$ cat config.mk
export PLATFORM = sky130hd
export DESIGN_NAME = xcvr_ctrl
export DESIGN_NICKNAME = d
export VERILOG_FILES = /design/src/hdl/xcvr_pkg.sv /design/src/hdl/xcvr_ctrl.sv
export VERILOG_INCLUDE_DIRS = /design/src /design/src/hdl
export SDC_FILE = /design/constraint.sdc
export NUM_CORES = 1
export LEC_CHECK = 0
export CORE_ASPECT_RATIO = 0.75
export CORE_MARGIN = 5
export CORE_UTILIZATION = 47
export CTS_BUF_LIST = sky130_fd_sc_hd__clkbuf_2
export CTS_CLUSTER_DIAMETER = 40
export DETAILED_ROUTE_END_ITERATION = 12
export DONT_BUFFER_PORTS = 1
export MAX_ROUTING_LAYER = met4
export PLACE_DENSITY_LB_ADDON = 0.25
export SYNTH_ARGS = -nofsm -noshare
export SYNTH_HDL_FRONTEND = slang
export SYNTH_SLANG_ARGS = --single-unit
$ cat constraint.sdc
create_clock -name sys_clk_i -period 3.8 [get_ports sys_clk_i]
set_clock_uncertainty 0.15 [all_clocks]
set_input_delay 0.95 -clock sys_clk_i [delete_from_list [all_inputs] [get_ports sys_clk_i]]
set_output_delay 0.95 -clock sys_clk_i [all_outputs]
set_load 0.01 [all_outputs]
$ cat src/hdl/xcvr_cfg.svh
`ifndef XCVR_CFG_SVH
`define XCVR_CFG_SVH
// command type field and register address field
`define CMD_TYPE_MSB      7
`define CMD_TYPE_LSB      5
`define CMD_ADDR_MSB      4
`define CMD_ADDR_LSB      0
// register addresses
`define REG_OPMODE        5'h01
`define REG_SLEEP         5'h04
`define REG_LIM_MIN       5'h05
`define REG_LIM_MAX       5'h06
`define REG_CHECK_BITS    5'h07
`define REG_STATUS        5'h08
// fields of the operating register
`define OP_LO_BIT         0
`define OP_HI_BIT         1
`define SUPPLY_ON_BIT     2
`define TRANSPARENT_BIT   3
// fields of the sleep register
`define SLEEP_MSB         4
`define STRETCH_BIT       5
// fields of the status register
`define ST_WAKE_BIT       5
`define ST_LOW_BIT        6
`define ST_AUX_BIT        7
// reset values
`define CTRL_RST          8'h00
`define LIM_MIN_RST       8'h0E
`define LIM_MAX_RST       8'h18
// synchroniser reset: key pins idle high, everything else low
`define SYNC_RST          13'h007C
// timing counts; sleep unit and settle ticks in digital clock periods, divider in system clock periods
`define SLEEP_UNIT        1024
`define STRETCH_FACTOR    8
`define EDGES_PER_STEP    6
`define SETTLE_TICKS      16
`define DCLK_DIV          8
`endif

$ cat src/hdl/xcvr_pkg.sv
package xcvr_pkg;
	// command types in the top three command bits
	typedef enum logic [2:0] {
		CMD_RD_BUF  = 3'h0,
		CMD_WR_BUF  = 3'h1,
		CMD_RD_REG  = 3'h2,
		CMD_WR_REG  = 3'h3,
		CMD_OFF     = 3'h4,
		CMD_DEL_IRQ = 3'h5
	} cmd_type_t;
	// serial frame phases
	typedef enum logic [5:0] {
		S_CMD    = 6'b00_0001,
		S_RD_BUF = 6'b00_0010,
		S_WR_BUF = 6'b00_0100,
		S_RD_REG = 6'b00_1000,
		S_WR_REG = 6'b01_0000,
		S_IGNORE = 6'b10_0000
	} ser_state_t;
	// receive sequencer phases
	typedef enum logic [5:0] {
		P_IDLE    = 6'b00_0001,
		P_SLEEP   = 6'b00_0010,
		P_PLL     = 6'b00_0100,
		P_SETTLE  = 6'b00_1000,
		P_CHECK   = 6'b01_0000,
		P_RECEIVE = 6'b10_0000
	} poll_state_t;
	// serial pins after synchronisation
	typedef struct packed {
		logic cs;
		logic sck;
		logic sdi;
	} ser_pins_t;
	// polling configuration taken from the control registers
	typedef struct packed {
		logic [4:0] sleep;
		logic       stretch;
		logic [5:0] lim_min;
		logic [5:0] lim_max;
		logic [1:0] check_bits;
	} poll_cfg_t;
endpackage

$ cat src/hdl/xcvr_ctrl.sv
// Behaviour
// - command byte then data bytes, msb first
// - buffer count shifted out under command
// - serial logic reset while select low
// - read buffer streams buffered bytes
// - write buffer stores bytes, echoes them
// - register read returns one or more
// - register write accepts bytes, echoes them
// - off only with supply off, pins idle
// - delete command drops interrupt pin
// - bits 7..5 type, 4..0 address
// - low bits ignored for other commands
// - command codes decoded per table
// - no serial traffic while reset low
// - select low, not transparent: output released
// - select low, transparent: demod on output
// - mode field picks polling or continuous
// - polling loops sleep, start-up, check
// - awake pin shows polling condition
// - sleep is field times 1024 periods
// - stretch bit multiplies sleep by 8
// - pll lock, then settling, then check
// - edge intervals checked against window
// - status read clears flags and interrupt
// - status register at address 8
`timescale 1ns/10ps
`include "xcvr_cfg.svh"

module xcvr_fifo #(
	parameter int WIDTH = 8,
	parameter int DEPTH = 8
) (
	input  wire logic                       sys_clk_i,
	input  wire logic                       rst_n_i,
	input  wire logic                       in_valid_i,
	output logic                            in_ready_o,
	input  wire logic [WIDTH-1:0]           in_data_i,
	output logic                            out_valid_o,
	input  wire logic                       out_ready_i,
	output logic      [WIDTH-1:0]           out_data_o,
	output logic      [$clog2(DEPTH+1)-1:0] count_o
);
	localparam int AW = $clog2(DEPTH);
	logic [WIDTH-1:0]           mem [DEPTH];   // storage flops
	logic [AW-1:0]              wr_ptr;        // next write slot
	logic [AW-1:0]              rd_ptr;        // oldest entry
	logic [$clog2(DEPTH+1)-1:0] fill;          // entries held
	logic                       push;
	logic                       pop;

	assign in_ready_o  = (fill != DEPTH[$clog2(DEPTH+1)-1:0]);
	assign out_valid_o = (fill != '0);
	assign push        = in_valid_i && in_ready_o;
	assign pop         = out_ready_i && out_valid_o;
	assign out_data_o  = mem[rd_ptr];
	assign count_o     = fill;

	// write side
	always_ff @(posedge sys_clk_i) begin
		if (push) begin
			mem[wr_ptr] <= in_data_i;
		end
	end

	// pointers and fill level
	always_ff @(posedge sys_clk_i or negedge rst_n_i) begin
		if (!rst_n_i) begin
			wr_ptr <= '0;
			rd_ptr <= '0;
			fill   <= '0;
		end else begin
			if (push) begin
				wr_ptr <= (wr_ptr == AW'(DEPTH - 1)) ? '0 : wr_ptr + 1'b1;
			end
			if (pop) begin
				rd_ptr <= (rd_ptr == AW'(DEPTH - 1)) ? '0 : rd_ptr + 1'b1;
			end
			fill <= fill + {{($clog2(DEPTH+1)-1){1'b0}}, push}
				- {{($clog2(DEPTH+1)-1){1'b0}}, pop};
		end
	end
endmodule

module xcvr_ctrl #(
	parameter int DCLK_DIV  = `DCLK_DIV,
	parameter int BUF_DEPTH = 8
) (
	input  wire logic       sys_clk_i,
	input  wire logic       rst_n_i,
	input  wire logic       reset_out_n_i,       // device reset pin level
	input  wire logic       cs_i,                // serial select, active high
	input  wire logic       sck_i,               // serial clock from host
	input  wire logic       serial_in_line_i,
	output logic            serial_out_line_o,
	output logic            serial_out_line_oe_o,
	input  wire logic       analog_dummy_i,      // unused spare, kept low
	input  wire logic       power_wake_pin_i,
	input  wire logic       supply_low_i,        // supply comparator output
	input  wire logic       aux_power_i,         // auxiliary supply good
	input  wire logic [4:0] key_inputs_i,        // keys, pressed when low
	input  wire logic       demod_i,             // demodulated data
	input  wire logic       pll_lock_i,
	output logic            interrupt_pin_o,
	output logic            off_mode_o,
	output logic            receiver_awake_pin_o,
	output logic            pll_en_o,
	output logic            sig_proc_en_o,
	output logic            receiving_o
);
	import xcvr_pkg::*;
	localparam int NSYNC = 13;
	localparam int CW    = $clog2(BUF_DEPTH + 1);

	// two-stage synchroniser for every pin input but the device reset pin and the unused spare
	logic [NSYNC-1:0] sync1;
	logic [NSYNC-1:0] sync2;
	always_ff @(posedge sys_clk_i or negedge rst_n_i) begin
		if (!rst_n_i) begin
			sync1 <= `SYNC_RST;   // keys idle, no false key edge
			sync2 <= `SYNC_RST;
		end else begin
			sync1 <= {cs_i, sck_i, serial_in_line_i, power_wake_pin_i, supply_low_i,
				aux_power_i, key_inputs_i, demod_i, pll_lock_i};
			sync2 <= sync1;
		end
	end

	ser_pins_t  pins;                  // synchronised serial pins
	logic       wake_s;
	logic       low_s;
	logic       aux_s;
	logic [4:0] key_s;
	logic       demod_s;
	logic       lock_s;
	assign {pins, wake_s, low_s, aux_s, key_s, demod_s, lock_s} = sync2;

	logic sck_d;       // previous sck sample
	logic demod_d;     // previous demod sample
	logic wake_d;
	logic aux_d;
	logic [4:0] key_d;
	always_ff @(posedge sys_clk_i or negedge rst_n_i) begin
		if (!rst_n_i) begin
			sck_d   <= 1'b0;
			demod_d <= 1'b0;
			wake_d  <= 1'b0;
			aux_d   <= 1'b0;
			key_d   <= 5'h1F;
		end else begin
			sck_d   <= pins.sck;
			demod_d <= demod_s;
			wake_d  <= wake_s;
			aux_d   <= aux_s;
			key_d   <= key_s;
		end
	end

	// serial port held in reset when deselected or device reset low
	logic ser_rst;
	logic sck_rise;
	logic sck_fall;
	assign ser_rst  = !pins.cs || !reset_out_n_i;
	assign sck_rise = !ser_rst && pins.sck && !sck_d;
	assign sck_fall = !ser_rst && !pins.sck && sck_d;

	// shared data buffer
	logic          fifo_in_valid;
	logic          fifo_in_ready;
	logic [7:0]    fifo_in_data;
	logic          fifo_out_valid;
	logic          fifo_pop;
	logic [7:0]    fifo_out_data;
	logic [CW-1:0] fifo_count;
	xcvr_fifo #(.WIDTH(8), .DEPTH(BUF_DEPTH)) u_buf (
		.sys_clk_i   (sys_clk_i),
		.rst_n_i     (rst_n_i),
		.in_valid_i  (fifo_in_valid),
		.in_ready_o  (fifo_in_ready),
		.in_data_i   (fifo_in_data),
		.out_valid_o (fifo_out_valid),
		.out_ready_i (fifo_pop),
		.out_data_o  (fifo_out_data),
		.count_o     (fifo_count)
	);

	// serial engine state
	ser_state_t ser_state;
	logic [2:0] bit_cnt;        // bits of current byte
	logic [6:0] rx_sh;          // incoming bits
	logic [7:0] tx_sh;          // outgoing byte, msb on the line
	logic [7:0] tx_next;        // byte for the next frame slot
	logic       tx_load;        // load on the next falling edge
	logic [4:0] reg_addr;       // running register address
	logic       was_rst;        // previous cycle in reset
	logic [7:0] rx_byte;
	logic       byte_done;
	logic [7:0] ctrl [32];      // control registers
	logic [7:0] status;
	logic [7:0] rd_data;
	logic       status_rd;      // status register read this cycle
	logic       del_irq;        // delete interrupt command
	logic       ser_push;       // byte from host into buffer
	logic       rx_push;        // byte from receiver into buffer
	logic [7:0] rx_word;
	cmd_type_t  cmd;
	logic       wake_flag;      // wake pin rose
	logic       low_flag;       // supply seen low
	logic       aux_flag;       // aux supply came up
	logic       rx_event;       // bit check passed
	logic       rx_full;        // assembled byte waiting

	assign rx_byte   = {rx_sh, pins.sdi};
	assign byte_done = sck_rise && (bit_cnt == 3'h7);
	assign cmd       = cmd_type_t'(rx_byte[`CMD_TYPE_MSB:`CMD_TYPE_LSB]);
	assign status    = {aux_flag, low_flag, wake_flag, ~key_s};

	// register read port, status at its fixed address
	logic [4:0] rd_addr;
	assign rd_addr   = (ser_state == S_CMD) ? rx_byte[`CMD_ADDR_MSB:`CMD_ADDR_LSB] : reg_addr;
	assign rd_data   = (rd_addr == `REG_STATUS) ? status : ctrl[rd_addr];
	assign status_rd = byte_done && (rd_addr == `REG_STATUS)
		&& ((ser_state == S_CMD && cmd == CMD_RD_REG) || ser_state == S_RD_REG);
	assign del_irq   = byte_done && ser_state == S_CMD && cmd == CMD_DEL_IRQ;

	// buffer pushes: host writes first, receiver waits
	assign ser_push      = byte_done && ser_state == S_WR_BUF;
	assign fifo_in_valid = ser_push || rx_push;
	assign fifo_in_data  = ser_push ? rx_byte : rx_word;
	assign fifo_pop      = byte_done && fifo_out_valid
		&& ((ser_state == S_CMD && cmd == CMD_RD_BUF) || ser_state == S_RD_BUF);

	// bit counter and input shifter
	always_ff @(posedge sys_clk_i or negedge rst_n_i) begin
		if (!rst_n_i) begin
			bit_cnt <= '0;
			rx_sh   <= '0;
		end else if (ser_rst) begin
			bit_cnt <= '0;
		end else if (sck_rise) begin
			bit_cnt <= bit_cnt + 3'h1;
			rx_sh   <= rx_byte[6:0];
		end
	end

	// frame phase, address and next reply byte
	always_ff @(posedge sys_clk_i or negedge rst_n_i) begin
		if (!rst_n_i) begin
			ser_state <= S_CMD;
			reg_addr  <= '0;
			tx_next   <= '0;
			tx_load   <= 1'b0;
		end else if (ser_rst) begin
			ser_state <= S_CMD;
			tx_load   <= 1'b0;
		end else if (byte_done) begin
			tx_load <= 1'b1;
			unique case (ser_state)
				S_CMD: begin
					reg_addr <= rx_byte[`CMD_ADDR_MSB:`CMD_ADDR_LSB];
					unique case (cmd)
						CMD_RD_BUF: begin
							ser_state <= S_RD_BUF;
							tx_next   <= fifo_out_valid ? fifo_out_data : 8'h00;
						end
						CMD_WR_BUF: begin
							ser_state <= S_WR_BUF;
							tx_next   <= rx_byte;
						end
						CMD_RD_REG: begin
							ser_state <= S_RD_REG;
							tx_next   <= rd_data;
							reg_addr  <= rx_byte[`CMD_ADDR_MSB:`CMD_ADDR_LSB] + 5'h01;
						end
						CMD_WR_REG: begin
							ser_state <= S_WR_REG;
							tx_next   <= rx_byte;
						end
						default: begin
							ser_state <= S_IGNORE;
							tx_next   <= 8'h00;
						end
					endcase
				end
				S_RD_BUF: begin
					tx_next <= fifo_out_valid ? fifo_out_data : 8'h00;
				end
				S_WR_BUF: begin
					tx_next <= rx_byte;
				end
				S_RD_REG: begin
					tx_next  <= rd_data;
					reg_addr <= reg_addr + 5'h01;
				end
				S_WR_REG: begin
					tx_next  <= rx_byte;
					reg_addr <= reg_addr + 5'h01;
				end
				S_IGNORE: begin
					tx_next <= 8'h00;
				end
			endcase
		end else if (sck_fall) begin
			tx_load <= 1'b0;
		end
	end

	// output shifter: buffer count first, then replies
	always_ff @(posedge sys_clk_i or negedge rst_n_i) begin
		if (!rst_n_i) begin
			tx_sh   <= '0;
			was_rst <= 1'b1;
		end else begin
			was_rst <= ser_rst;
			if (ser_rst) begin
				tx_sh <= '0;
			end else if (was_rst) begin
				tx_sh <= 8'(fifo_count);
			end else if (sck_fall) begin
				tx_sh <= tx_load ? tx_next : {tx_sh[6:0], 1'b0};
			end
		end
	end

	// control registers written by the host
	always_ff @(posedge sys_clk_i or negedge rst_n_i) begin
		if (!rst_n_i) begin
			for (int i = 0; i < 32; i++) begin
				ctrl[i] <= `CTRL_RST;
			end
			ctrl[`REG_LIM_MIN] <= `LIM_MIN_RST;
			ctrl[`REG_LIM_MAX] <= `LIM_MAX_RST;
		end else if (byte_done && ser_state == S_WR_REG && reg_addr != `REG_STATUS) begin
			ctrl[reg_addr] <= rx_byte;
		end
	end

	// status flags, a new event wins over a clearing read
	always_ff @(posedge sys_clk_i or negedge rst_n_i) begin
		if (!rst_n_i) begin
			wake_flag       <= 1'b0;
			low_flag        <= 1'b0;
			aux_flag        <= 1'b0;
			interrupt_pin_o <= 1'b0;
		end else begin
			if (wake_s && !wake_d) begin
				wake_flag <= 1'b1;
			end else if (status_rd) begin
				wake_flag <= 1'b0;
			end
			if (low_s) begin
				low_flag <= 1'b1;
			end else if (status_rd) begin
				low_flag <= 1'b0;
			end
			if (aux_s && !aux_d) begin
				aux_flag <= 1'b1;
			end else if (status_rd) begin
				aux_flag <= 1'b0;
			end
			if ((wake_s && !wake_d && !wake_flag) || (aux_s && !aux_d && !aux_flag)
				|| (key_s != key_d) || rx_event) begin
				interrupt_pin_o <= 1'b1;
			end else if (status_rd || del_irq) begin
				interrupt_pin_o <= 1'b0;
			end
		end
	end

	// off mode entry guarded by supply and pin levels
	always_ff @(posedge sys_clk_i or negedge rst_n_i) begin
		if (!rst_n_i) begin
			off_mode_o <= 1'b0;
		end else if (byte_done && ser_state == S_CMD && cmd == CMD_OFF
			&& !ctrl[`REG_OPMODE][`SUPPLY_ON_BIT] && !wake_s && (&key_s)) begin
			off_mode_o <= 1'b1;
		end else if (wake_s || !(&key_s)) begin
			off_mode_o <= 1'b0;
		end
	end

	// line driver: frame data, transparent stream or released
	logic transparent;
	assign transparent = ctrl[`REG_OPMODE][`TRANSPARENT_BIT];
	always_comb begin
		if (!pins.cs) begin
			serial_out_line_o    = transparent ? demod_s : 1'b0;
			serial_out_line_oe_o = transparent;
		end else begin
			serial_out_line_o    = tx_sh[7];
			serial_out_line_oe_o = reset_out_n_i;
		end
	end

	// polling configuration
	poll_cfg_t cfg;
	assign cfg = '{sleep:      ctrl[`REG_SLEEP][`SLEEP_MSB:0],
		stretch:    ctrl[`REG_SLEEP][`STRETCH_BIT],
		lim_min:    ctrl[`REG_LIM_MIN][5:0],
		lim_max:    ctrl[`REG_LIM_MAX][5:0],
		check_bits: ctrl[`REG_CHECK_BITS][1:0]};
	logic [1:0] op_mode;
	assign op_mode = {ctrl[`REG_OPMODE][`OP_HI_BIT], ctrl[`REG_OPMODE][`OP_LO_BIT]};

	// digital clock tick
	localparam int DW = $clog2(DCLK_DIV);
	logic [DW-1:0] div_cnt;
	logic          dtick;
	assign dtick = (div_cnt == DW'(DCLK_DIV - 1));
	always_ff @(posedge sys_clk_i or negedge rst_n_i) begin
		if (!rst_n_i) begin
			div_cnt <= '0;
		end else begin
			div_cnt <= dtick ? '0 : div_cnt + 1'b1;
		end
	end

	// sleep length in digital clock periods
	logic [17:0] sleep_len;
	assign sleep_len = 18'(cfg.sleep) * 18'(`SLEEP_UNIT)
		* (cfg.stretch ? 18'(`STRETCH_FACTOR) : 18'h0_0001);

	poll_state_t poll_state;
	logic [17:0] ptimer;       // phase timer in dclk periods
	logic [4:0]  passes;       // good edge intervals
	logic [4:0]  need;         // intervals required
	logic        demod_edge;
	logic        in_window;
	assign need       = 5'(`EDGES_PER_STEP * cfg.check_bits);
	assign demod_edge = demod_s != demod_d;
	assign in_window  = ptimer >= 18'(cfg.lim_min) && ptimer < 18'(cfg.lim_max);
	assign rx_event   = poll_state == P_CHECK && demod_edge && in_window
		&& passes + 5'h01 >= need;

	// receive sequencer
	always_ff @(posedge sys_clk_i or negedge rst_n_i) begin
		if (!rst_n_i) begin
			poll_state <= P_IDLE;
			ptimer     <= '0;
			passes     <= '0;
		end else if (!op_mode[1]) begin
			poll_state <= P_IDLE;
		end else begin
			unique case (poll_state)
				P_IDLE: begin
					ptimer     <= '0;
					poll_state <= op_mode[0] ? P_PLL : P_SLEEP;
				end
				P_SLEEP: begin
					if (ptimer >= sleep_len) begin
						poll_state <= P_PLL;
						ptimer     <= '0;
					end else if (dtick) begin
						ptimer <= ptimer + 18'h0_0001;
					end
				end
				P_PLL: begin
					if (lock_s) begin
						poll_state <= P_SETTLE;
						ptimer     <= '0;
					end
				end
				P_SETTLE: begin
					if (ptimer >= 18'(`SETTLE_TICKS)) begin
						poll_state <= P_CHECK;
						ptimer     <= '0;
						passes     <= '0;
					end else if (dtick) begin
						ptimer <= ptimer + 18'h0_0001;
					end
				end
				P_CHECK: begin
					if (need == 5'h00 || rx_event) begin
						poll_state <= P_RECEIVE;
					end else if (demod_edge && in_window) begin
						passes <= passes + 5'h01;
						ptimer <= '0;
					end else if (demod_edge || ptimer >= 18'(cfg.lim_max)) begin
						poll_state <= op_mode[0] ? P_SETTLE : P_SLEEP;
						ptimer     <= '0;
					end else if (dtick) begin
						ptimer <= ptimer + 18'h0_0001;
					end
				end
				P_RECEIVE: begin
					ptimer <= (demod_edge) ? '0 : ptimer + {17'h0_0000, dtick};
				end
				default: begin
					poll_state <= P_IDLE;
				end
			endcase
		end
	end

	// receiver byte assembly, stops at bit 7 of the next byte once a byte is refused by the full buffer
	logic [2:0] rx_bits;
	logic [7:0] rx_acc;
	assign rx_push = (rx_bits == 3'h0) && rx_full && !ser_push;
	always_ff @(posedge sys_clk_i or negedge rst_n_i) begin
		if (!rst_n_i) begin
			rx_bits <= '0;
			rx_acc  <= '0;
			rx_word <= '0;
			rx_full <= 1'b0;
		end else begin
			if (rx_push && fifo_in_ready) begin
				rx_full <= 1'b0;
			end
			if (poll_state == P_RECEIVE && !transparent && demod_edge && in_window
				&& !(rx_full && rx_bits == 3'h7)) begin
				rx_acc  <= {rx_acc[6:0], demod_d};
				rx_bits <= rx_bits + 3'h1;
				if (rx_bits == 3'h7) begin
					rx_word <= {rx_acc[6:0], demod_d};
					rx_full <= 1'b1;
				end
			end
		end
	end

	assign receiver_awake_pin_o = !(poll_state == P_SLEEP || poll_state == P_IDLE);
	assign pll_en_o      = receiver_awake_pin_o;
	assign sig_proc_en_o = poll_state == P_SETTLE || poll_state == P_CHECK
		|| poll_state == P_RECEIVE;
	assign receiving_o   = poll_state == P_RECEIVE;
endmodule

==> key figures, run 1 <==
Outcome
  • Status: finished with violations
  • Failing checks: hold timing

Worst setup path
  • Reg2reg end: tx_next[4]
  • Crit path DAT: 4.45 ns
  • Setup Crit Path Kind: reg2reg
  • CP bufs+invs: 1
  • R2R setup slack: 0.23 ns
  • CP Launch Type: flop
  • Slowest stage delay, CP: 0.90 ns
  • CP cell instances: or4b_4 > o21ai_4 > nand2_4 > buf_12 > mux2i_1 > a222oi_1 > o2111ai_1 > a21boi_1 > o22a_1
  • Critical path capture point type: flop
  • CP max FO: 19
  • R2R depth: 9
  • Worst Path Required: 4.68 ns
  • Worst R2R Start: ser_state[0]
  • Kind of cell adding the most delay to the critical path: compound AO/OA/AOI/OAI gates
  • CP max stage cell: a222oi_1

Die
  • DIE AREA: 53,000 um2
  • Initial Utilization: 0.478
  • Core area: 47,700 um2
  • I/O pins: 25
  • Row Count: 69
  • Die Span X: 264 um
  • Die span in y: 201 um

Cells and area
  • Fraction of layout cells with a size suffix above 1: 0.313
  • Most common cell after layout, fill and taps aside: dfrtp_1
  • Syn-to-layout area delta: 9.85%
  • Nets: 2,064
  • Most frequent cells in the layout: dfrtp_1, mux2_2, clkbuf_2

Global routing
  • GR Util All Layers: 0.226
  • Global route total overflow: 0
  • Global-route wire length before repair: 93.5 mm
  • Antenna violations before repair: 4
  • Pin count of the biggest net entering global routing: 396
  • Vias in the first global route: 16,100

CTS
  • Post-CTS Setup Inserts: 0
  • Clock buffer depth: 3
  • Total CTS buffers: 112
  • CTS tree: done
  • H-tree depth: 3
  • Hold buffer count at cts: 14
  • Later-pin clock latency in the skew report: 1.12 ns
  • Clk slew on worst S/H paths: 0.10 ns
  • CTS root buffer: clkbuf_2
  • CTS sink count: 459

Route
  • DR vias/cell: 5.90
  • Routed wire length: 58.7 mm
  • DRC errors left: 0
  • DR WL/cell: 21.6 um
  • Final ANT Viol Nets: 0
  • Drt pass-1 iters: 5
  • Iteration-0 DRC Markers: 1,345
  • Vias: 16,100

Power
  • Pleak: 11.5 nW
  • Pwr dens: 408 nW/um2
  • Overall power: 10.2 mW
  • Max VDD drop: 313 uV

Timing
  • Finish-stage setup viols: 0
  • Fin crit share: 0.939
  • Worst Max-Slew Pin Slew: 1.12 ns
  • Final setup margin: 0.232 ns
  • Crit path time final: 3.57 ns
  • Worst hold slack: -0.631 ns
  • Pins Over Slew Limit: 0
  • RSZ-0062 raised after global routing: false
  • Max_slew headroom: 0.250
  • TNS Setup: 0 ns
  • Max Clk Rate: 280 MHz
  • Final hold vios: 390

Flow run
  • Max_cap viols: 0

Placement
  • Gpl congestion: 0.879
  • Pre-CTS setup slack: 0.263 ns
  • Final HPWL DP: 39.5 mm
  • Port bufs: 0

Logic synthesis
  • #FFs+latches synth: 459
  • Number of flops mapped to enable cells by yosys: 64
  • Post-Syn Area: 22,800 um2
  • Post-Synthesis Cells: 1,894
  • Syn avg cell area: 12.0 um2
  • Synth cell types: 97
  • Post-synth ARST share: 0.861
  • Post-synthesis sequential area ratio: 0.519
  • Main synth FF type: dfrtp_1
  • Yosys Warn Count: 0

Min path
  • Worst hold path class: in2async
## per-stage QoR
| stage | util | cell area, um2 | hold slack (ns) | std cells |
|---|---|---|---|---|
| 6_report | 0.525 | 25000 | -0.631 | 2724 |
| 5_1_grt | 0.525 | 25000 | -0.757 | 2724 |
| 4_1_cts | 0.525 | 25000 | -0.783 | 2721 |
| 3_5_place_dp | 0.499 | 23800 | 0.188 | 2500 |
| 3_3_place_gp | 0.499 | 23800 | 0.184 | 2500 |
| 2_1_floorplan | - | 22800 | 0.181 | 1896 |
## sequential cells by signal (all words and copies together), names as in the netlist, 4 cells and up
register       cells
ser_state          6
key_d              5
sync1             13
tx_sh              8
cfg               20
ptimer            18
rx_word            8
reg_addr           5
passes             5
u_buf.mem         64
sync2             13
rx_acc             7
poll_state         6
u_buf.count_o      4
ctrl             235
tx_next            8
rx_sh              7
## what timing repair did
item,in CTS,in global routing
pin swaps,0,0
gates resized for setup,2,2
hold endpoints to repair,409,395
cloned,0,0
endpoints found under the setup margin,3,3
## synth_stat cells (all sizes together), types with 13 or more instances
| cell type | number | area share |
|---|---|---|
| dfrtp | 372 | 0.41 |
| mux2 | 288 | 0.14 |
| nand2 | 155 | 0.029 |
| mux2i | 97 | 0.043 |
| clkbuf | 87 | 0.014 |
| nor2 | 75 | 0.014 |
| o21ai | 71 | 0.016 |
| edfxtp | 64 | 0.084 |
| inv | 63 | 0.010 |
| ha | 56 | 0.031 |
| nand3 | 56 | 0.012 |
| a21oi | 43 | 0.0098 |
| buf | 39 | 0.011 |
| a221oi | 26 | 0.010 |
| nor3 | 26 | 0.0059 |
| dfstp | 23 | 0.027 |
| a31oi | 20 | 0.0055 |
| o22ai | 17 | 0.0047 |
| and2 | 16 | 0.0044 |
| mux4 | 16 | 0.016 |
| nand2b | 15 | 0.0041 |
| xnor2 | 15 | 0.0058 |
| o2111ai | 14 | 0.0054 |
| a21o | 13 | 0.0043 |
| a22oi | 13 | 0.0043 |
## power by group
group          switching [mW]  total [mW]  internal (mW)  leakage, nW
logic                    1.11        1.65          0.542         4.91
clock network            2.08        3.44           1.36        0.823
registers              0.0801        5.11           5.03         5.75
total                    3.27        10.2           6.94         11.5
## cell type report
| class | count | area (um2) |
|---|---|---|
| inverter | 63 | 236 |
| antenna | 3 | 7.51 |
| fill | 4152 | 22600 |
| sequential | 459 | 11800 |
| multi-input combinational | 1248 | 10200 |
| clock buffer | 172 | 861 |
| clock inverter | 35 | 218 |
| tap | 639 | 800 |
| timing repair buffer | 105 | 886 |
## routing by layer
| layer | GRT usage | routed length [um] | up-vias |
|---|---|---|---|
| met1 | 0.332 | 27600 | 8173 |
| li1 | - | - | 7251 |
| met5 | - | 0 | - |
| met3 | 0.0533 | 4460 | 83 |
| met4 | 0.0587 | 1110 | 0 |
| met2 | 0.319 | 25600 | 553 |
## cell families (layout without fill, tap and decap cells)
kind of cell / Yosys count / in the layout / synth area share
simple gates: 423 / 423 / 0.0945
xor+xnor: 26 / 26 / 0.00999
buf+inv: 189 / 375 / 0.0357
other cells: 1 / 6 / 0.000165
compound gates: 337 / 337 / 0.107
fa+ha+maj: 58 / 58 / 0.0325
mux: 401 / 401 / 0.201
flops: 459 / 459 / 0.519
## worst max path at each step
stage / cells past startpoint / endpoint / slack (ns) / startpoint
after floorplan: 10 / u_buf.mem[4][0] / 0.04 / reset_out_n_i
after global placement: 11 / poll_state[2] / 0.28 / cfg[14]
after detailed placement: 9 / ctrl[59] / 0.26 / reset_out_n_i
after CTS: 2 / receiver_awake_pin_o / 0.04 / poll_state[3]
after global routing: 3 / receiving_o / 0.02 / poll_state[1]
final: 9 / tx_next[4] / 0.23 / ser_state[0]
(Power assumes the default switching activity.)
==> inputs of run 2 (changes only) <==
- REMOVE_ABC_BUFFERS: not set -> 1
==> run 2 against run 1 <==
Net effect: hold slack lost 0.045 ns; combinational power increased by 2%; global-route usage is 0.47 points higher; largest power group unchanged; highest routed layer unchanged; non-clock buffer count is 8 higher; sequential share of layout area fell by 0.068 points; the run still ends with hold timing left; routed wire length rose by 1.3%.
==> key figures, run 2 (same netlist as run 1, synthesis figures left out) <==
Worst setup path
  • Worst R2R Start: ser_state[0]
  • Worst Setup SP: ser_state[0]
  • CP max stage cell: dfstp_2
  • Worst Path Required: 4.70 ns
  • Critical path capture point type: flop
  • Crit path DAT: 4.58 ns
  • CP max FO: 17
  • CP cell instances: or4b_4 > nor2_8 > o31ai_2 > buf_4 > a221oi_1 > buf_4 > o2111ai_1 > a21boi_1 > o22a_1
  • CP most frequent cell: buf_4
  • Slowest stage delay, CP: 0.61 ns
  • Setup Crit Path Kind: reg2reg
  • CP Launch Type: flop

Timing
  • Final hold vios: 395
  • Finish-stage setup viols: 0
  • Max Clk Rate: 272 MHz
  • TNS Setup: 0 ns
  • Fin crit share: 0.966
  • Max_slew headroom: 0.316
  • Worst hold slack: -0.676 ns
  • Final setup margin: 0.129 ns
  • Pins Over Slew Limit: 0
  • Crit path time final: 3.67 ns
  • Worst Max-Slew Pin Slew: 1.02 ns

CTS
  • CTS root buffer: clkbuf_2
  • CTS sink count: 459
  • Hold buffer count at cts: 14
  • H-tree depth: 3
  • Total CTS buffers: 111
  • CTS tree: done
  • Later-pin clock latency in the skew report: 1.18 ns
  • Clk slew on worst S/H paths: 0.11 ns
  • Post-CTS Setup Inserts: 0
  • Clock buffer depth: 3

Flow run
  • Max_cap viols: 0

Cells and area
  • Fill cell count: 4,188
  • Largest register by flop count: ctrl
  • Most frequent cells in the layout: dfrtp_1, mux2_2, clkbuf_2
  • FF/Latch Area: 11,800 um2
  • Syn-to-layout area delta: 10.0%
  • Most common cell after layout, fill and taps aside: dfrtp_1
  • Multi-input gate area: 10,200 um2
  • Fraction of layout cells with a size suffix above 1: 0.311
  • Nets: 2,071
  • Max reg flops: 235

Die
  • Core area: 47,700 um2
  • Die span in y: 201 um
  • DIE AREA: 53,000 um2
  • I/O pins: 25
  • Die Span X: 264 um
  • Initial Utilization: 0.478
  • Row Count: 69

Route
  • Routed wire length: 59.5 mm
  • DR WL/cell: 21.7 um
  • Iteration-0 DRC Markers: 1,372
  • Vias: 16,100
  • DRC errors left: 0
  • Drt pass-1 iters: 5
  • Final ANT Viol Nets: 0
  • DR vias/cell: 5.88

Global routing
  • Global-route wire length before repair: 95.0 mm
  • GR Util All Layers: 0.231
  • Pin count of the biggest net entering global routing: 396
  • Global route total overflow: 0
  • Vias in the first global route: 16,400
  • Antenna violations before repair: 2

Outcome
  • Failing checks: hold timing
  • Status: finished with violations

Placement
  • Final HPWL DP: 40.3 mm
  • Port bufs: 0
  • Gpl congestion: 0.859
  • Pre-CTS setup slack: -0.0335 ns

Power
  • Pleak: 11.5 nW
  • Pwr dens: 402 nW/um2
  • Max VDD drop: 220 uV

Min path
  • Worst hold path class: in2async
[run 2: cell count changes in the layout (fill, tap and decap cells not counted), sizes merged]
cell / before / now
bufinv: 2 / 0
clkinvlp: 1 / 0
clkinv: 29 / 32
buf: 91 / 99
inv: 66 / 69
diode: 3 / 7
clkbuf: 172 / 171
[run 2: final timing paths]
| kind | slack, ns | depth (start not counted) | endpoint |
|---|---|---|---|
| max in group asynchronous | 3.54 | 0 | ctrl[233] |
| worst max register to register | 0.13 | 9 | tx_next[4] |
| worst min register to register | 0.20 | 0 | sync2[9] |
| min in group sys_clk_i | 0.19 | 1 | sync1[7] |
| worst max-delay path | 0.13 | 9 | tx_next[4] |
| worst min-delay path | -0.68 | 0 | ctrl[61] |
[run 2: layout make-up]
| type | count | share of cell area |
|---|---|---|
| flip-flops and latches | 459 | 0.472 |
| diodes | 7 | 0.000699 |
| clock inverters | 38 | 0.00669 |
| repair buffers | 113 | 0.0382 |
| inverters | 63 | 0.00943 |
| well taps | 639 | 0.0319 |
| clock buffers | 171 | 0.0341 |
| multi-input cells | 1248 | 0.407 |
[run 2: stage by stage]
step	hold WS [ns]	total power, mW	cells	util	instance area [um2]
floorplan	0.181	6.09	1770	-	22200
global placement	0.183	6.83	2508	0.501	23900
detailed placement	0.186	6.84	2508	0.501	23900
CTS	-0.827	10.2	2731	0.525	25000
global route	-0.843	10.6	2738	0.526	25100
finish	-0.676	10.1	2738	0.526	25100
[run 2: where the power goes]
part           total [mW]  switching [mW]  internal [mW]
Sequential           5.11          0.0841           5.03
Combinational        1.69            1.11          0.574
Clock                3.26            2.04           1.22
Total                10.1            3.24           6.83
[run 2: repair_timing]
| action | CTS | global route |
|---|---|---|
| endpoints found under the hold margin | 415 | 395 |
| endpoints found under the setup margin | 1 | 4 |
| gates resized for setup | 1 | 3 |
[run 2: worst max-delay path, delay by kind of cell, from the launching register on]
kind | cells | cell delay [ns]
DFF | 1 | 0.61
buffers and inverters | 2 | 0.46
AOI/OAI and AO/OA | 5 | 1.41
and+or+nand+nor | 2 | 0.92
[run 2: metal layers]
| metal | track usage | vias to the layer above | part of all wire |
|---|---|---|---|
| met5 | - | - | 0 |
| met4 | 0.0562 | 0 | 0.018 |
| met3 | 0.0502 | 88 | 0.068 |
| met2 | 0.324 | 526 | 0.43 |
| met1 | 0.344 | 8159 | 0.49 |
| li1 | - | 7323 | - |
